## config.mk

```make
export PLATFORM = sky130hd
export DESIGN_NAME = apd_audio_core
export DESIGN_NICKNAME = d
export VERILOG_FILES = /design/src/core/apd_pkg.sv /design/src/core/apd_audio_core.sv /design/src/core/apd_flag_timer.sv /design/src/core/apd_port_map.sv
export VERILOG_INCLUDE_DIRS = /design/src /design/src/core
export SDC_FILE = /design/constraint.sdc
export NUM_CORES = 1
export LEC_CHECK = 0
export BUFFER_PORTS_ARGS = -buffer_cell sky130_fd_sc_hd__buf_2
export CORE_MARGIN = 8
export CORE_UTILIZATION = 51
export CTS_BUF_LIST = sky130_fd_sc_hd__clkbuf_4 sky130_fd_sc_hd__clkbuf_8
export CTS_CLUSTER_DIAMETER = 100
export DETAILED_ROUTE_END_ITERATION = 7
export PLACE_DENSITY = 0.79
export SYNTH_ARGS = -nofsm -noshare
export SYNTH_HDL_FRONTEND = slang
export SYNTH_HIERARCHICAL = 1
export SYNTH_SLANG_ARGS = --single-unit
```

## constraint.sdc

```tcl
create_clock -name sys_clk -period 3.65 [get_ports sys_clk]
set_input_delay 0.5475 -clock sys_clk [delete_from_list [all_inputs] [get_ports sys_clk]]
set_output_delay 0.5475 -clock sys_clk [all_outputs]
set_load 0.02 [all_outputs]
```

## src/core/apd_regs.svh

```systemverilog
`ifndef APD_REGS_SVH
`define APD_REGS_SVH

// ==========================================
// Register indices (byte address = index * 4)
`define APD_IDX_FORMAT 8'h03
`define APD_IDX_PKTDET 8'h18
`define APD_IDX_MAP 8'h6D
`define APD_IDX_COPY 8'h6E
`define APD_IDX_STATUS 8'h83
`define APD_IDX_MASK1 8'h84
`define APD_IDX_MASK2 8'h85

// ==========================================
// Field positions
`define APD_WLEN_LSB 0
`define APD_FMT_LSB 5
`define APD_ROT_LSB 4
`define APD_REV_BIT 6
`define APD_COPY_BIT 3
`define APD_CHG_BIT 5

// ==========================================
// Reset values
`define APD_WLEN_RST 5'h18
`define APD_FMT_RST 2'h0
`define APD_ROT_RST 2'h0

// ==========================================
// Timing counts
// Line-sync edges counted after a packet; the next edge clears
`define APD_LINE_HOLD 4'hA

`endif

```

## src/core/apd_pkg.sv

```systemverilog
package apd_pkg;

    // ==========================================
    // Audio packet types
    typedef enum logic [2:0] {APD_NONE, APD_SAMPLE, APD_DSD, APD_DST, APD_HBR} apd_mode_t;

    // Bit order follows the detection register
    typedef struct packed {
        logic hbr;
        logic dst;
        logic dsd;
        logic sample;
    } apd_pkt_t;

    // ==========================================
    // Serial stream mapping controls
    typedef struct packed {
        logic reverse;
        logic [1:0] rotate;
    } apd_map_cfg_t;

endpackage : apd_pkg

```

## src/core/apd_audio_core.sv

```systemverilog
// The APB interface to the registers was left to the implementer.
`timescale 1ns/10ps
`include "apd_regs.svh"

module apd_audio_core
(
    // Clock and reset
    input wire logic sys_clk,
    input wire logic sys_rst,
    // APB slave
    input wire logic psel,
    input wire logic penable,
    input wire logic pwrite,
    input wire logic [11:0] paddr,
    input wire logic [31:0] pwdata,
    output logic [31:0] prdata,
    output logic pready,
    output logic pslverr,
    // Packet strobes from the receiver core
    input apd_pkg::apd_pkt_t pktIn,
    input wire logic pktDetRst,
    // Pins from outside the clock domain
    input wire logic lineSyncPin,
    input wire logic bitClkPin,
    input wire logic spdif0In,
    input wire logic wordClkIn,
    input wire logic [3:0] serialIn,
    input wire logic [5:0] dsdIn,
    // Audio output ports
    output logic [5:0] audioPort,
    // Formatter configuration and status
    output logic [1:0] serialFormat,
    output logic [4:0] wordLength,
    output apd_pkg::apd_mode_t activeMode,
    // Interrupt
    output logic irq
);
    import apd_pkg::*;

    // ==========================================
    // Pin synchronisers
    localparam int SYNC_W = 14;
    logic [SYNC_W-1:0] pinRaw;
    logic [SYNC_W-1:0] syncAQ;
    logic [SYNC_W-1:0] syncBQ;
    logic lineDlyQ, bitDlyQ;
    logic lineEdge, bitFall;
    logic lineS, bitS, spdifS, wclkS;
    logic [3:0] serialS;
    logic [5:0] dsdS;

    assign pinRaw = {dsdIn, serialIn, wordClkIn, spdif0In, bitClkPin, lineSyncPin};

    always_ff @(posedge sys_clk or posedge sys_rst)
    begin
        if (sys_rst)
        begin
            syncAQ <= '0;
            syncBQ <= '0;
            lineDlyQ <= 1'b0;
            bitDlyQ <= 1'b0;
        end
        else
        begin
            syncAQ <= pinRaw;
            syncBQ <= syncAQ;
            lineDlyQ <= lineS;
            bitDlyQ <= bitS;
        end
    end

    assign {dsdS, serialS, wclkS, spdifS, bitS, lineS} = syncBQ;

    // Leading edge of line sync taken as its rising edge
    assign lineEdge = lineS & ~lineDlyQ;
    assign bitFall = ~bitS & bitDlyQ;

    // ==========================================
    // Packet detection flags
    logic [3:0] pktVec;
    logic [3:0] flags;

    assign pktVec = pktIn;

    genvar i;
    generate
        for (i = 0; i < 4; i++)
        begin : g_det
            logic others;
            assign others = |(pktVec & ~(4'h1 << i));
            apd_flag_timer u_timer
            (
                .sys_clk(sys_clk),
                .sys_rst(sys_rst),
                .setPulse(pktVec[i]),
                .killPulse(others),
                .lineEdge(lineEdge),
                .detRst(pktDetRst),
                .flag(flags[i])
            );
        end
    endgenerate

    // ==========================================
    // Processed mode and change flag
    apd_mode_t modeD, modeQ;
    logic chgQ, statusRead;
    logic [31:0] prdataQ;

    always_comb
    begin
        if (flags[3])
            modeD = APD_HBR;
        else if (flags[2])
            modeD = APD_DST;
        else if (flags[1])
            modeD = APD_DSD;
        else if (flags[0])
            modeD = APD_SAMPLE;
        else
            modeD = APD_NONE;
    end

    always_ff @(posedge sys_clk or posedge sys_rst)
    begin
        if (sys_rst)
            modeQ <= APD_NONE;
        else
            modeQ <= modeD;
    end

    // Set beats the read-clear; only a change the read returned is cleared
    always_ff @(posedge sys_clk or posedge sys_rst)
    begin
        if (sys_rst)
            chgQ <= 1'b0;
        else if (modeD != modeQ)
            chgQ <= 1'b1;
        else if (statusRead && prdataQ[`APD_CHG_BIT])
            chgQ <= 1'b0;
    end

    // ==========================================
    // APB register file
    logic [4:0] wlenQ;
    logic [1:0] fmtQ;
    apd_map_cfg_t mapQ;
    logic copyQ, mask1Q, mask2Q;
    logic pslverrQ, preadyQ;
    logic [7:0] idx;
    logic aligned, hit, setup, wrAcc;
    logic [31:0] rdD;

    assign idx = paddr[9:2];
    assign aligned = (paddr[11:10] == 2'h0) && (paddr[1:0] == 2'h0);
    assign setup = psel & ~penable;
    assign wrAcc = psel & penable & pwrite & hit;
    assign statusRead = psel & penable & ~pwrite & hit & (idx == `APD_IDX_STATUS);

    always_comb
    begin
        rdD = 32'h0;
        hit = aligned;
        unique case (idx)
            `APD_IDX_FORMAT:
            begin
                rdD[`APD_WLEN_LSB +: 5] = wlenQ;
                rdD[`APD_FMT_LSB +: 2] = fmtQ;
            end
            `APD_IDX_PKTDET: rdD[3:0] = flags;
            `APD_IDX_MAP:
            begin
                rdD[`APD_ROT_LSB +: 2] = mapQ.rotate;
                rdD[`APD_REV_BIT] = mapQ.reverse;
            end
            `APD_IDX_COPY: rdD[`APD_COPY_BIT] = copyQ;
            `APD_IDX_STATUS: rdD[`APD_CHG_BIT] = chgQ;
            `APD_IDX_MASK1: rdD[`APD_CHG_BIT] = mask1Q;
            `APD_IDX_MASK2: rdD[`APD_CHG_BIT] = mask2Q;
            default: hit = 1'b0;
        endcase
    end

    // Answer is prepared in the setup cycle, so every access is zero-wait
    always_ff @(posedge sys_clk or posedge sys_rst)
    begin
        if (sys_rst)
        begin
            prdataQ <= 32'h0;
            pslverrQ <= 1'b0;
            preadyQ <= 1'b0;
        end
        else
        begin
            preadyQ <= 1'b1;
            if (setup)
            begin
                prdataQ <= (hit && !pwrite) ? rdD : 32'h0;
                pslverrQ <= ~hit;
            end
        end
    end

    always_ff @(posedge sys_clk or posedge sys_rst)
    begin
        if (sys_rst)
        begin
            wlenQ <= `APD_WLEN_RST;
            fmtQ <= `APD_FMT_RST;
            mapQ <= '{reverse: 1'b0, rotate: `APD_ROT_RST};
            copyQ <= 1'b0;
            mask1Q <= 1'b0;
            mask2Q <= 1'b0;
        end
        else if (wrAcc)
        begin
            unique case (idx)
                `APD_IDX_FORMAT:
                begin
                    wlenQ <= pwdata[`APD_WLEN_LSB +: 5];
                    fmtQ <= pwdata[`APD_FMT_LSB +: 2];
                end
                `APD_IDX_MAP:
                begin
                    // Any pairing of the two fields is legal
                    mapQ.rotate <= pwdata[`APD_ROT_LSB +: 2];
                    mapQ.reverse <= pwdata[`APD_REV_BIT];
                end
                `APD_IDX_COPY: copyQ <= pwdata[`APD_COPY_BIT];
                `APD_IDX_MASK1: mask1Q <= pwdata[`APD_CHG_BIT];
                `APD_IDX_MASK2: mask2Q <= pwdata[`APD_CHG_BIT];
                default:
                begin
                end
            endcase
        end
    end

    // ==========================================
    // Interrupt
    logic irqQ;

    always_ff @(posedge sys_clk or posedge sys_rst)
    begin
        if (sys_rst)
            irqQ <= 1'b0;
        else
            irqQ <= chgQ & (mask1Q | mask2Q);
    end

    // ==========================================
    // Output port mapping
    logic [3:0] mapped;
    logic [5:0] portD, portQ;

    apd_port_map u_map
    (
        .cfg(mapQ),
        .streamIn(serialS),
        .portOut(mapped)
    );

    always_comb
    begin
        if (modeQ == APD_DSD)
            portD = dsdS;
        else
        begin
            portD[0] = spdifS;
            portD[1] = copyQ ? spdifS : mapped[0];
            portD[4:2] = mapped[3:1];
            portD[5] = wclkS;
        end
    end

    // Ports change on the falling bit-clock edge so the sink samples stable data
    always_ff @(posedge sys_clk or posedge sys_rst)
    begin
        if (sys_rst)
            portQ <= 6'h00;
        else if (bitFall)
            portQ <= portD;
    end

    assign audioPort = portQ;
    assign serialFormat = fmtQ;
    assign wordLength = wlenQ;
    assign activeMode = modeQ;
    assign irq = irqQ;
    assign prdata = prdataQ;
    assign pslverr = pslverrQ;
    assign pready = preadyQ;

    logic [3:0] dstEdgesQ;

    always_ff @(posedge sys_clk or posedge sys_rst)
    begin
        if (sys_rst)
            dstEdgesQ <= 4'hF;
        else if (pktVec[2])
            dstEdgesQ <= 4'h0;
        else if (lineEdge && dstEdgesQ != 4'hF)
            dstEdgesQ <= dstEdgesQ + 4'h1;
    end
endmodule : apd_audio_core

```

## src/core/apd_flag_timer.sv

```systemverilog
`timescale 1ns/10ps
`include "apd_regs.svh"

module apd_flag_timer
(
    // Clock and reset
    input wire logic sys_clk,
    input wire logic sys_rst,
    // Events
    input wire logic setPulse,
    input wire logic killPulse,
    input wire logic lineEdge,
    input wire logic detRst,
    // Flag
    output logic flag
);

    logic flagQ;
    logic [3:0] cntQ;

    // ==========================================
    // Detection flag with line-sync timeout
    // Own packet beats a competing one in the same cycle
    always_ff @(posedge sys_clk or posedge sys_rst)
    begin
        if (sys_rst)
        begin
            flagQ <= 1'b0;
            cntQ <= 4'h0;
        end
        else if (detRst)
        begin
            flagQ <= 1'b0;
            cntQ <= 4'h0;
        end
        else if (setPulse)
        begin
            flagQ <= 1'b1;
            cntQ <= 4'h0;
        end
        else if (killPulse)
        begin
            flagQ <= 1'b0;
            cntQ <= 4'h0;
        end
        else if (flagQ && lineEdge)
        begin
            if (cntQ == `APD_LINE_HOLD)
            begin
                flagQ <= 1'b0;
                cntQ <= 4'h0;
            end
            else
            begin
                cntQ <= cntQ + 4'h1;
            end
        end
    end

    assign flag = flagQ;

endmodule : apd_flag_timer

```

## src/core/apd_port_map.sv

```systemverilog
`timescale 1ns/10ps

module apd_port_map
(
    // Controls
    input apd_pkg::apd_map_cfg_t cfg,
    // Streams in, ports 1 to 4 out
    input wire logic [3:0] streamIn,
    output logic [3:0] portOut
);
    import apd_pkg::*;

    logic [3:0] rotated;

    // ==========================================
    // Rotate, then optionally reverse
    genvar p;
    generate
        for (p = 0; p < 4; p++)
        begin : g_map
            logic [1:0] src;
            assign src = 2'(p) - cfg.rotate;
            assign rotated[p] = streamIn[src];
            assign portOut[p] = cfg.reverse ? rotated[3 - p] : rotated[p];
        end
    endgenerate

endmodule : apd_port_map

```

Yosys cells after proc, flatten, opt, wreduce, memory -nomap -nowiden --
Cells that the tools add are included.
Storage, ports and cells: register bits after elaboration 108, bits of input ports 68, output and inout port bits 51, logic and storage cells 167
Operators by class: add/sub/neg operators 8, $lt $le $gt $ge 4, equal/unequal tests 13, muxes and demuxes 67, bitwise operators 16, reductions and logical operators 33
Operators by type and width (count):
- 2-to-1 mux 4 bit | 20
- 2-to-1 mux 1 bit | 33
- nonzero test 4 bit | 8
- == test 8 bit (second input constant) | 3
- AND reduction 2 bit | 9
- adder 4 x 1 -> 4 bit (second input constant) | 4
- == test 4 bit (second input constant) | 4
- == test 8 x 7 -> 1 bit (second input constant) | 2
- < comparator 2 x 3 -> 1 bit (second input constant) | 4
- OR reduction 3 bit | 4
- bitwise AND 1 bit | 10
- binary-select mux 1 bit (select 2 bit) | 4
- == test 8 x 2 -> 1 bit (second input constant) | 1
- == test 8 x 5 -> 1 bit (second input constant) | 1
- logical AND 1 bit | 7
- 2-to-1 mux 7 bit | 1
- OR reduction 7 bit | 1
- 2-to-1 mux 3 bit | 2
- 2-to-1 mux 6 bit | 1
- case mux 3 bit (2 select lines) | 1
- NOT 1 bit | 5
- case mux 1 bit (5 select lines) | 1
- zero test 2 bit | 2
- case mux 1 bit (2 select lines) | 2
- other kinds (9) | 11

Longest topological paths before layout --
Gate-level depths: netlist (run 1).
word-level depth 8, depth in mapped cells 8, depth with buffers taken out 7

Modules after synthesis --
Netlist (run 1), hierarchy kept.
Modules (own cells, without submodules):
- apd_audio_core | times used 1, cells each 209, area an instance 2620.0 µm², sequential area each 1579.0 µm²
- apd_flag_timer | times used 4, cells each 30, area an instance 299.0 µm², sequential area each 125.1 µm²
- apd_port_map | times used 1, cells each 34, area an instance 252.7 µm², sequential area each 0.0 µm²

Worst setup path after synthesis (run 1) --
No wires, ideal clock.
kind input -> register, start point in paddr[6], end point reg fmtQ[0] (netlist: serialFormat[0]), library setup time 0.125 ns, arrival time 1.964 ns, required time 3.525 ns, path slack 1.560 ns, cell stages on the path 6, path buffers 2, cell sequence or4_4 buf_6 nor3_4 nand2b_2 buf_6 mux2_4
On the way: cells in the longest elaborated chain, start to end 5, elaborated cells on any way between the ends 11, classes of those cells eq/ne (7); mux (1); bitwise (1); reduce/logical (2)
RTL lines:
- from (decl) | line apd_audio_core.sv:14 | input wire logic [11:0] paddr,
- == test 8 bit (tied with other cells) | line apd_audio_core.sv:164 | unique case (idx)
- OR reduction 7 bit (no source line)
- 2-to-1 mux 1 bit | line apd_audio_core.sv:164
- bitwise AND 1 bit | line apd_audio_core.sv:157 | assign wrAcc = psel & penable & pwrite & hit;
- AND reduction 2 bit (no source line) (*)
- to (signal assigned) | line apd_audio_core.sv:209 | fmtQ <= `APD_FMT_RST;
- to (signal assigned) | line apd_audio_core.sv:221 | fmtQ <= pwdata[`APD_FMT_LSB +: 2];
- to (decl) | line apd_audio_core.sv:146 | logic [1:0] fmtQ;
Mark *: on every way between the ends. The rest lies on a longest branch, timed or not. A chain may end at the register's enable or synchronous reset.

Final worst setup path (run 1) --
Same ends and word-level chain as after synthesis.

==> flow_summary.json, run 1 <==
{
  "clk_pin_slew_ns": 0.09,
  "r2r_end": "audioPort[1]",
  "post-route-util": 0.593,
  "setup_viol": 0,
  "finalHoldViolations": 0,
  "end_kind": "flip-flop",
  "core_sq_um": 7730,
  "syn_area_sq_um": 4070,
  "via_count": 2911,
  "cts_setup_buffers": 0,
  "grt_pass1_vias": 2935,
  "drive_gt1_frac": 0.257,
  "diodes": 0,
  "fin_crit_ns": 2.01,
  "seq_area_sq_um": 2080,
  "viasPerCell": 5.38,
  "dieArea_sq_um": 11100,
  "synth_ff_type": "dfrtp_1",
  "root_buffer": "clkbuf_8",
  "grt.total_usage": 0.150,
  "drt-pass1-iter-count": 4,
  "switching_share": 0.268,
  "dpl.hpwl_mm": 6.26,
  "ys_seq_elements": 83,
  "fin_hold_ws_ns": 0.144,
  "arrival_ns": 2.23,
  "grt_start_max_net_pins": 50,
  "numCtsBuffers": 9,
  "fmax_mhz": 498,
  "cts_tree": "yes",
  "criticalPathCategory": "in2reg",
  "synthCells": 363,
  "rsz0062_at_grt": "false",
  "layout_common_cells": "81 x dfrtp_1, 68 x buf_2, 35 x nand2_1",
  "status": "complete, no violations",
  "post-route-drc-count": 0,
  "cts_max_level": 3,
  "drv_cap": 0,
  "gp_congestion": 0.861,
  "die_height_um": 105,
  "critPathLaunchType": "input port",
  "relSlewSlack": 0.336,
  "yosys_warnings": 6,
  "yosysUniqueCellTypes": 56,
  "power_frac_comb": 0.097,
  "reg2regPathDepth": 7,
  "p_int_w": 0.00129,
  "areaGrowthSynthToFinish_pct": 12.5,
  "p_seq_frac": 0.551,
  "switchingPower_w": 0.000473,
  "drtIter0Drc": 110,
  "ios": 119,
  "multi_input_area_sq_um": 1740,
  "vdd_drop_max_mv": 0.208,
  "clkPwrFrac": 0.353,
  "hold_class": "in2async",
  "fin_crit_sh": 0.550,
  "synth_edf_count": 0,
  "post_drt_wl_per_cell_um": 15.4,
  "yosys.area.top_type_share": 0.498,
  "die-width_um": 105,
  "final_cell_count_no_fill": 541,
  "hold_buffers": 0,
  "leakage_nw": 2.17,
  "cts_resized": 0,
  "power_density_nw_per_um2": 386,
  "crit_fanout": 7,
  "ys_async_sr_fraction": 1.00,
  "n_fill_cell": 652,
  "clk_latency_ns": 0.34,
  "syn_avg_cell_area_sq_um": 11.2,
  "synth_area_leader_cell": "dfrtp_1",
  "finClkSkew_ns": 0.00788,
  "rows": 32,
  "worst-slew-pin-transition_ns": 0.995,
  "cp.required_ns": 3.88,
  "drtAntennaViolNets": 0,
  "crit-reg2reg-launch": "mapQ[1]",
  "gr-total-overflow": 0,
  "antenna_found_initial": 0,
  "yosysSeqAreaShare": 0.511,
  "maxSlewViolCount": 0,
  "start_util": 0.527,
  "nets": 510,
  "routed_wl_mm": 8.31,
  "io_buffers": 68,
  "reg2reg_setup_slack_ns": 1.73,
  "ys_top_cells_by_area": "dfrtp_1 50%, buf_4 4.8%, nand2_1 3.2%, mux2i_1 3.0%, mux2_4 2.6%",
  "clock_sinks": 83,
  "setup_tns_ns": 0,
  "grt_first_pass_wirelength_mm": 13.9,
  "clockBufferDepth": 2,
  "layout_commonest_cell": "dfrtp_1",
  "dp_cells": 525
}
registers in the layout (all words and copies together), names as in the netlist, 2 cells and up:
name and count:
prdata 7, audioPort 6, serialFormat 2, g_det.u_timer/cntQ 16, activeMode 3, g_det.u_timer/flag 4, wordLength 5, syncAQ 14
syncBQ 14, mapQ 3
power groups by stage:
stage	Sequential, W	Clock, W	Combinational [W]
after floorplan	0.00100	0	0.000110
after global placement	0.000989	0	0.000167
after detailed placement	0.000991	0	0.000171
after CTS	0.000973	0.000635	0.000172
after global routing	0.000977	0.000675	0.000188
final	0.000972	0.000623	0.000171
worst max-delay path by stage:
stage,from,endpoint,slack [ns],depth (start not counted)
after floorplan,sys_rst,activeMode[0],1.54,1
after detailed placement,paddr[6],serialFormat[0],1.29,5
after global routing,paddr[6],serialFormat[1],1.60,5
after global placement,paddr[6],wordLength[0],1.34,5
after CTS,paddr[6],serialFormat[0],1.65,5
final,paddr[6],serialFormat[0],1.64,5
cell type report:
| type | count | share of cell area |
|---|---|---|
| clock buffer | 12 | 0.0333 |
| inverter | 23 | 0.0189 |
| sequential | 83 | 0.454 |
| timing repair buffer | 70 | 0.0776 |
| multi-input combinational | 247 | 0.381 |
| clock inverter | 4 | 0.00738 |
| tap | 102 | 0.0279 |
synth_stat cells, types with 6 or more instances:
cell,count
dfrtp_1,81
nand2_1,35
buf_4,26
inv_1,23
o21ai_1,15
nand3_1,14
mux2i_1,12
o21ai_0,11
a21oi_1,10
ha_1,8
nand2b_1,8
o2111ai_1,8
or3_1,8
mux2_4,7
nor2b_1,7
o22ai_1,7
a22oi_1,6
stage by stage:
step                setup slack (ns)  area, sq um  power [W]
floorplan                       1.54         4160    0.00111
global placement                1.34         4390    0.00116
detailed placement              1.29         4390    0.00116
CTS                             1.65         4580    0.00178
global route                    1.60         4580    0.00184
finish                          1.64         4580    0.00177
critical path, stage by stage:
cell	delay [ns]
buf_2	0.11
or4_4	0.59
nor3_4	0.36
nand2b_2	0.26
mux2_4	0.35
cell families (layout without fill, tap and decap cells):
family,count (synthesis),in the layout,synth area share
buf+inv,57,109,0.0824
fa+ha+maj,8,8,0.0246
xor+xnor,3,3,0.00646
simple gates,110,110,0.165
flops,83,83,0.511
other cells,2,26,0.00185
compound gates,74,74,0.129
mux,26,26,0.0803
per-layer routing:
layer  wire length (um)  vias up  global-route usage
met5                  0        -                   0
met4                 97        0              0.0418
met3                578        7              0.0457
met2               4080       97               0.255
met1               3550     1418               0.179
li1                   -     1389                   -
Note: power is estimated with default switching activity, not from simulation.
==> run 2, diff against run 1 <==
--- a/config.mk
+++ b/config.mk
@@ -8,11 +8,11 @@
 export LEC_CHECK = 0
 export BUFFER_PORTS_ARGS = -buffer_cell sky130_fd_sc_hd__buf_2
 export CORE_MARGIN = 8
-export CORE_UTILIZATION = 51
+export CORE_UTILIZATION = 48
 export CTS_BUF_LIST = sky130_fd_sc_hd__clkbuf_4 sky130_fd_sc_hd__clkbuf_8
 export CTS_CLUSTER_DIAMETER = 100
 export DETAILED_ROUTE_END_ITERATION = 7
-export PLACE_DENSITY = 0.79
+export PLACE_DENSITY = 0.78
 export SYNTH_ARGS = -nofsm -noshare
 export SYNTH_HDL_FRONTEND = slang
 export SYNTH_HIERARCHICAL = 1
==> constraint.sdc (replaced) <==
create_clock -name sys_clk -period 1.7 [get_ports sys_clk]
set_input_delay 0.255 -clock sys_clk [delete_from_list [all_inputs] [get_ports sys_clk]]
set_output_delay 0.255 -clock sys_clk [all_outputs]
set_load 0.02 [all_outputs]
==> run 2 against run 1 <==
Largest power group unchanged. Critical endpoint is now audioPort[1]. Die area is 5.3% higher. Sequential power increased by 110%. Combinational power rose to 2.5 times the previous value. Cell count grew 10%. Core utilization grew 2.6 points. Worst hold slack worse by 0.0077 ns. Non-clock buffer count rose by 53. Critical path depth rose by 3. The run now ends with setup timing left.
==> flow_summary.json, run 2 (synthesis gave the netlist of run 1 again) <==
{
  "worst-slew-pin-transition_ns": 0.519,
  "nets": 563,
  "viasPerCell": 5.16,
  "post_drt_wl_per_cell_um": 14.8,
  "fin_area_sq_um": 5080,
  "grt.total_usage": 0.153,
  "layout_commonest_cell": "dfrtp_1",
  "m1WireLength_mm": 3.64,
  "relSlewSlack": 0.654,
  "status": "finished with violations",
  "drtAntennaViolNets": 0,
  "cpMaxStageDelayCell": "dfrtp_2",
  "dieArea_sq_um": 11700,
  "critPathMaxStageDelay_ns": 0.46,
  "clk_latency_ns": 0.35,
  "multi_input_area_sq_um": 1750,
  "drive_gt1_frac": 0.315,
  "criticalPathCategory": "reg2reg",
  "numCtsBuffers": 9,
  "end_kind": "flip-flop",
  "antenna_found_initial": 0,
  "largest-register": "g_det.u_timer/cntQ",
  "setup_viol": 2,
  "setup_tns_ns": -0.0119,
  "gp_congestion": 0.918,
  "power_density_nw_per_um2": 786,
  "rsz0062_at_grt": "true",
  "maxSlewViolCount": 0,
  "critPathLaunchType": "flip-flop",
  "hold_class": "in2reg",
  "grt_first_pass_wirelength_mm": 14.2,
  "areaGrowthSynthToFinish_pct": 25.0,
  "post-route-drc-count": 0,
  "rows": 33,
  "finClkSkew_ns": 0.0100,
  "clockBufferDepth": 2,
  "crit_fanout": 4,
  "grt_start_max_net_pins": 38,
  "routed-wl-met2_mm": 4.46,
  "violations": "setup timing",
  "n_fill_cell": 650,
  "grt_pass1_vias": 3032,
  "placed_cell_area_sq_um": 4660,
  "drt-pass1-iter-count": 5,
  "gr-total-overflow": 0,
  "largest_reg_flops": 16,
  "top_regs": "g_det.u_timer/cntQ (16), syncAQ (14), syncBQ (14)",
  "cp.required_ns": 1.93,
  "finalHoldViolations": 0,
  "place_ws_ns": -0.195,
  "drtIter0Drc": 110,
  "clock_sinks": 83,
  "cts_max_level": 3,
  "routed_wl_mm": 8.85,
  "ios": 119,
  "fin_crit_ns": 1.71,
  "core_sq_um": 8220,
  "fin_crit_sh": 1.01,
  "dpl.hpwl_mm": 6.65,
  "layout_common_cells": "79 x dfrtp_1, 68 x buf_2, 36 x buf_4",
  "diodes": 0,
  "die_height_um": 108,
  "start_util": 0.495,
  "crit_chain": "buf_6 > or2b_1 > o22ai_1 > or3_1 > mux2i_1 > nor2_1 > a21oi_1 > o21ai_1",
  "via_count": 3078,
  "arrival_ns": 1.94,
  "io_buffers": 68,
  "post-route-util": 0.619,
  "root_buffer": "clkbuf_8",
  "fmax_mhz": 584,
  "seq_area_sq_um": 2080,
  "worst_slack_ns": -0.0117,
  "leakage_nw": 2.44,
  "finalPower_w": 0.00400,
  "dr_wl_met3_um": 627,
  "clk_pin_slew_ns": 0.09,
  "drv_cap": 0,
  "vdd_drop_max_mv": 0.379,
  "die-width_um": 108,
  "highest_layer": "met4",
  "cts_tree": "yes"
}
## run 2: cell types whose count changed in the layout (fill, tap and decap cells not counted), moves of 2 or more
| cell | before | now |
|---|---|---|
| buf_6 | 0 | 2 |
| buf_12 | 0 | 2 |
| dfrtp_2 | 0 | 2 |
| clkbuf_4 | 2 | 0 |
| buf_4 | 2 | 36 |
| dfrtp_1 | 81 | 79 |
| dlygate4sd3_1 | 0 | 15 |
## run 2: layout make-up
type / count / share of cell area
Sequential cell: 83 / 0.409
Multi-Input combinational cell: 247 / 0.344
Timing Repair Buffer: 123 / 0.162
Clock buffer: 10 / 0.0271
Tap cell: 105 / 0.0258
Inverter: 23 / 0.0177
Clock inverter: 6 / 0.0140
## run 2: final timing paths
check / startpoint / to / slack [ns] / cells past startpoint
hold / removal: pwdata[2] / wordLength[2] / 0.14 / 2
hold reg to reg: syncAQ[1] / syncBQ[1] / 0.35 / 0
min in group asynchronous: sys_rst / g_det[1].u_timer/cntQ[0] / 0.40 / 3
setup / recovery: mapQ[1] / audioPort[1] / -0.01 / 8
max in group asynchronous: sys_rst / syncAQ[10] / 0.76 / 4
setup reg to reg: mapQ[1] / audioPort[1] / -0.01 / 8
## run 2: per-stage QoR
stage / instances / hold WS [ns]
after floorplan: 387 / 0.0335
after global placement: 561 / 0.243
after detailed placement: 561 / 0.237
after CTS: 592 / 0.000849
after global routing: 597 / 0.102
final: 597 / 0.137
## run 2: where the power goes
group          switching [W]  leakage [nW]  internal (W)
combinational       0.000267          1.28      0.000164
clock               0.000745         0.105      0.000737
sequential         0.0000420          1.05       0.00204
total                0.00105          2.44       0.00294
## run 2: repair_timing
item                       CTS  global route
pin swaps                    1             1
setup buffers                4             1
gates resized for setup      3             2
setup endpoints to repair    3             4
hold endpoints to repair    30             4
hold buffers                11             4
## run 2: routing by layer
metal,track usage,vias to the layer above
met5,0,-
met4,0.0545,0
met3,0.0494,12
met2,0.254,94
met1,0.182,1473
li1,-,1499
## run 2: critical path, delay by kind of cell, from the launching register on
family                 cells  cell delay (ns)
muxes                      1             0.14
buffers and inverters      1             0.13
DFF                        1             0.46
and+or+nand+nor            3             0.58
AOI/OAI and AO/OA          3             0.28
==> run 3, diff against run 2 <==
--- a/config.mk
+++ b/config.mk
@@ -12,8 +12,7 @@
 export CTS_BUF_LIST = sky130_fd_sc_hd__clkbuf_4 sky130_fd_sc_hd__clkbuf_8
 export CTS_CLUSTER_DIAMETER = 100
 export DETAILED_ROUTE_END_ITERATION = 7
-export PLACE_DENSITY = 0.78
+export PLACE_DENSITY = 0.79
 export SYNTH_ARGS = -nofsm -noshare
 export SYNTH_HDL_FRONTEND = slang
-export SYNTH_HIERARCHICAL = 1
 export SYNTH_SLANG_ARGS = --single-unit
==> run 3 against run 2 <==
The run now ends clean. Core utilization shrank 1.7 points. Sequential share of layout area increased by 3.5 points. Critical path type is now in2reg. Via count is 7.7% lower. Sequential power barely moved. Critical path depth is 3 lower. Count of clock-buffer cells in the layout decreased by 1. Area after synthesis fell by 5.4%. Wire length is 7.0% lower. Critical endpoint is now prdata[3]. Register-to-register slack better by 0.08 ns. Synthesized cell count decreased by 9.4%. Combinational power down 6.5%.
==> flow_summary.json, run 3 <==
{
  "via_count": 2842,
  "synthCells": 329,
  "die_height_um": 106,
  "fin_hold_ws_ns": 0.00444,
  "ys_top_cells_by_area": "dfrtp_1 53%, mux2_2 5.0%, buf_4 4.9%, a22o_1 3.0%, ha_1 2.6%",
  "synth_area_leader_cell": "dfrtp_1",
  "clkPwrFrac": 0.341,
  "status": "complete, no violations",
  "finClkSkew_ns": 0.0112,
  "largest_reg_flops": 16,
  "clockBufferDepth": 2,
  "viasPerCell": 5.24,
  "cp.required_ns": 1.97,
  "areaGrowthSynthToFinish_pct": 21.5,
  "grt_pass1_vias": 2957,
  "yosys_warnings": 0,
  "drtAntennaViolNets": 0,
  "critPathLaunchType": "input port",
  "dieArea_sq_um": 11100,
  "rsz0062_at_grt": "false",
  "yosysSeqAreaShare": 0.540,
  "drtIter0Drc": 84,
  "syn_area_sq_um": 3850,
  "finalHoldViolations": 0,
  "gp_congestion": 0.828,
  "ios": 119,
  "drive_gt1_frac": 0.316,
  "diodes": 0,
  "arrival_ns": 1.95,
  "post_drt_wl_per_cell_um": 15.2,
  "top_regs": "g_det.u_timer.cntQ (16), syncAQ (14), syncBQ (14)",
  "post-route-drc-count": 0,
  "setup_viol": 0,
  "yosys.area.top_type_share": 0.527,
  "layout_commonest_cell": "dfrtp_1",
  "numCtsBuffers": 9,
  "grt.total_usage": 0.149,
  "die-width_um": 106,
  "yosysMostFrequentCell": "dfrtp_1",
  "synth_commonest_cells": "81 x dfrtp_1, 25 x buf_4, 22 x nand2_1, 19 x a21oi_1, 17 x mux2_2",
  "power_density_nw_per_um2": 808,
  "core_sq_um": 7770,
  "io_buffers": 68,
  "p_seq_frac": 0.552,
  "nets": 511,
  "start_util": 0.495,
  "largest-register": "g_det.u_timer.cntQ",
  "n_fill_cell": 657,
  "dpl.hpwl_mm": 6.27,
  "fin_crit_ns": 1.68,
  "switching_share": 0.271,
  "power_frac_comb": 0.107,
  "grt_start_max_net_pins": 84,
  "hold_class": "in2async",
  "antenna_found_initial": 0,
  "clock_sinks": 83,
  "ys_seq_elements": 83,
  "cts_tree": "yes",
  "finalPower_w": 0.00378,
  "rows": 32,
  "clk_pin_slew_ns": 0.09,
  "criticalPathCategory": "in2reg",
  "routed_wl_mm": 8.23,
  "vdd_drop_max_mv": 0.532,
  "cts_max_level": 3,
  "syn_avg_cell_area_sq_um": 11.7,
  "layout_common_cells": "81 x dfrtp_1, 68 x buf_2, 26 x conb_1",
  "drt-pass1-iter-count": 4,
  "synth_ff_type": "dfrtp_1",
  "fin_crit_sh": 0.987,
  "fmax_mhz": 596,
  "end_kind": "flip-flop",
  "drv_cap": 0,
  "maxSlewViolCount": 0,
  "cts_setup_buffers": 0,
  "leakage_nw": 2.19,
  "synth_edf_count": 0,
  "root_buffer": "clkbuf_8",
  "yosysUniqueCellTypes": 47,
  "grt_first_pass_wirelength_mm": 13.6,
  "p_int_w": 0.00275,
  "clk_latency_ns": 0.34,
  "crit_fanout": 7,
  "ys_async_sr_fraction": 1.00,
  "gr-total-overflow": 0,
  "switchingPower_w": 0.00103
}
## run 3: changes by cell type after synthesis, sizes merged, moves of 6 or more
cell	previous run	this run
o21ai	26	12
a22o	0	13
nand2	35	23
inv	23	12
nand3b	2	12
a21oi	10	19
nor2	5	14
o2111ai	8	0
or3	8	1
a22oi	6	0
mux2i	14	8
nand3	14	8
## run 3: worst max-delay path, cell delays in order
cell and delay [ns]:
buf_2 0.11, or4b_4 0.53, or4_4 0.45, a311oi_4 0.41, a22o_1 0.20
## run 3: layout make-up
class                           instances  area, sq um  share of cell area
Multi-Input combinational cell        227         1610               0.344
Clock buffer                            9          124              0.0265
Clock inverter                          7         56.3              0.0120
Timing Repair Buffer                  102          633               0.135
Sequential cell                        83         2080               0.445
Inverter                               12         48.8              0.0104
Tap cell                              102          128              0.0273
## run 3: worst paths after layout
path | startpoint | slack [ns] | cells past startpoint | end
worst min-delay path | sys_rst | 0.004 | 3 | prdata[1]
max in group asynchronous | sys_rst | 1.32 | 3 | wordLength[4]
worst min register to register | syncAQ[2] | 0.35 | 0 | syncBQ[2]
worst max register to register | mapQ[2] | 0.07 | 4 | audioPort[3]
min in group sys_clk | dsdIn[5] | 0.02 | 1 | syncAQ[13]
worst max-delay path | paddr[2] | 0.02 | 5 | prdata[3]
## run 3: kinds of logic (layout without fill, tap and decap cells)
family / count (synthesis) / count (layout) / synth area share
AOI/OAI and AO/OA: 63 / 63 / 0.112
xor gates and xnor gates: 3 / 3 / 0.00683
adders and majority gates: 8 / 8 / 0.0260
buffers and inverters: 43 / 130 / 0.0686
DFF: 83 / 83 / 0.540
muxes: 29 / 29 / 0.0940
other: 2 / 26 / 0.00195
and+or+nand+nor: 98 / 98 / 0.150
## run 3: through the flow
step                utilization  setup WS (ns)  cell area [sq um]  std cells  setup TNS [ns]
floorplan                     -         -0.177               3960        353           -1.24
global placement          0.566         -0.275               4400        516           -2.34
detailed placement        0.566         -0.324               4400        516           -2.96
CTS                       0.593         0.0412               4610        535               0
global route              0.602        0.00111               4680        542               0
finish                    0.602         0.0227               4680        542               0
## run 3: repair_timing
action,4_1_cts,5_1_grt
endpoints found under the setup margin,0,1
hold endpoints to repair,3,7
hold buffers,3,7
gates resized for setup,0,1
## run 3: power by group through the flow
stage | logic (W) | registers (W) | clock network, W
6_report | 0.000403 | 0.00209 | 0.00129
5_1_grt | 0.000444 | 0.00210 | 0.00143
4_1_cts | 0.000393 | 0.00209 | 0.00133
3_5_place_dp | 0.000387 | 0.00213 | 0
3_3_place_gp | 0.000376 | 0.00212 | 0
2_1_floorplan | 0.000237 | 0.00215 | 0
## run 3: per-layer routing
metal | routed length, um | vias up | GRT usage
met1 | 3200 | 1397 | 0.159
met3 | 487 | 16 | 0.0390
met5 | 0 | - | 0
met2 | 4420 | 75 | 0.275
li1 | - | 1354 | -
met4 | 124 | 0 | 0.0583
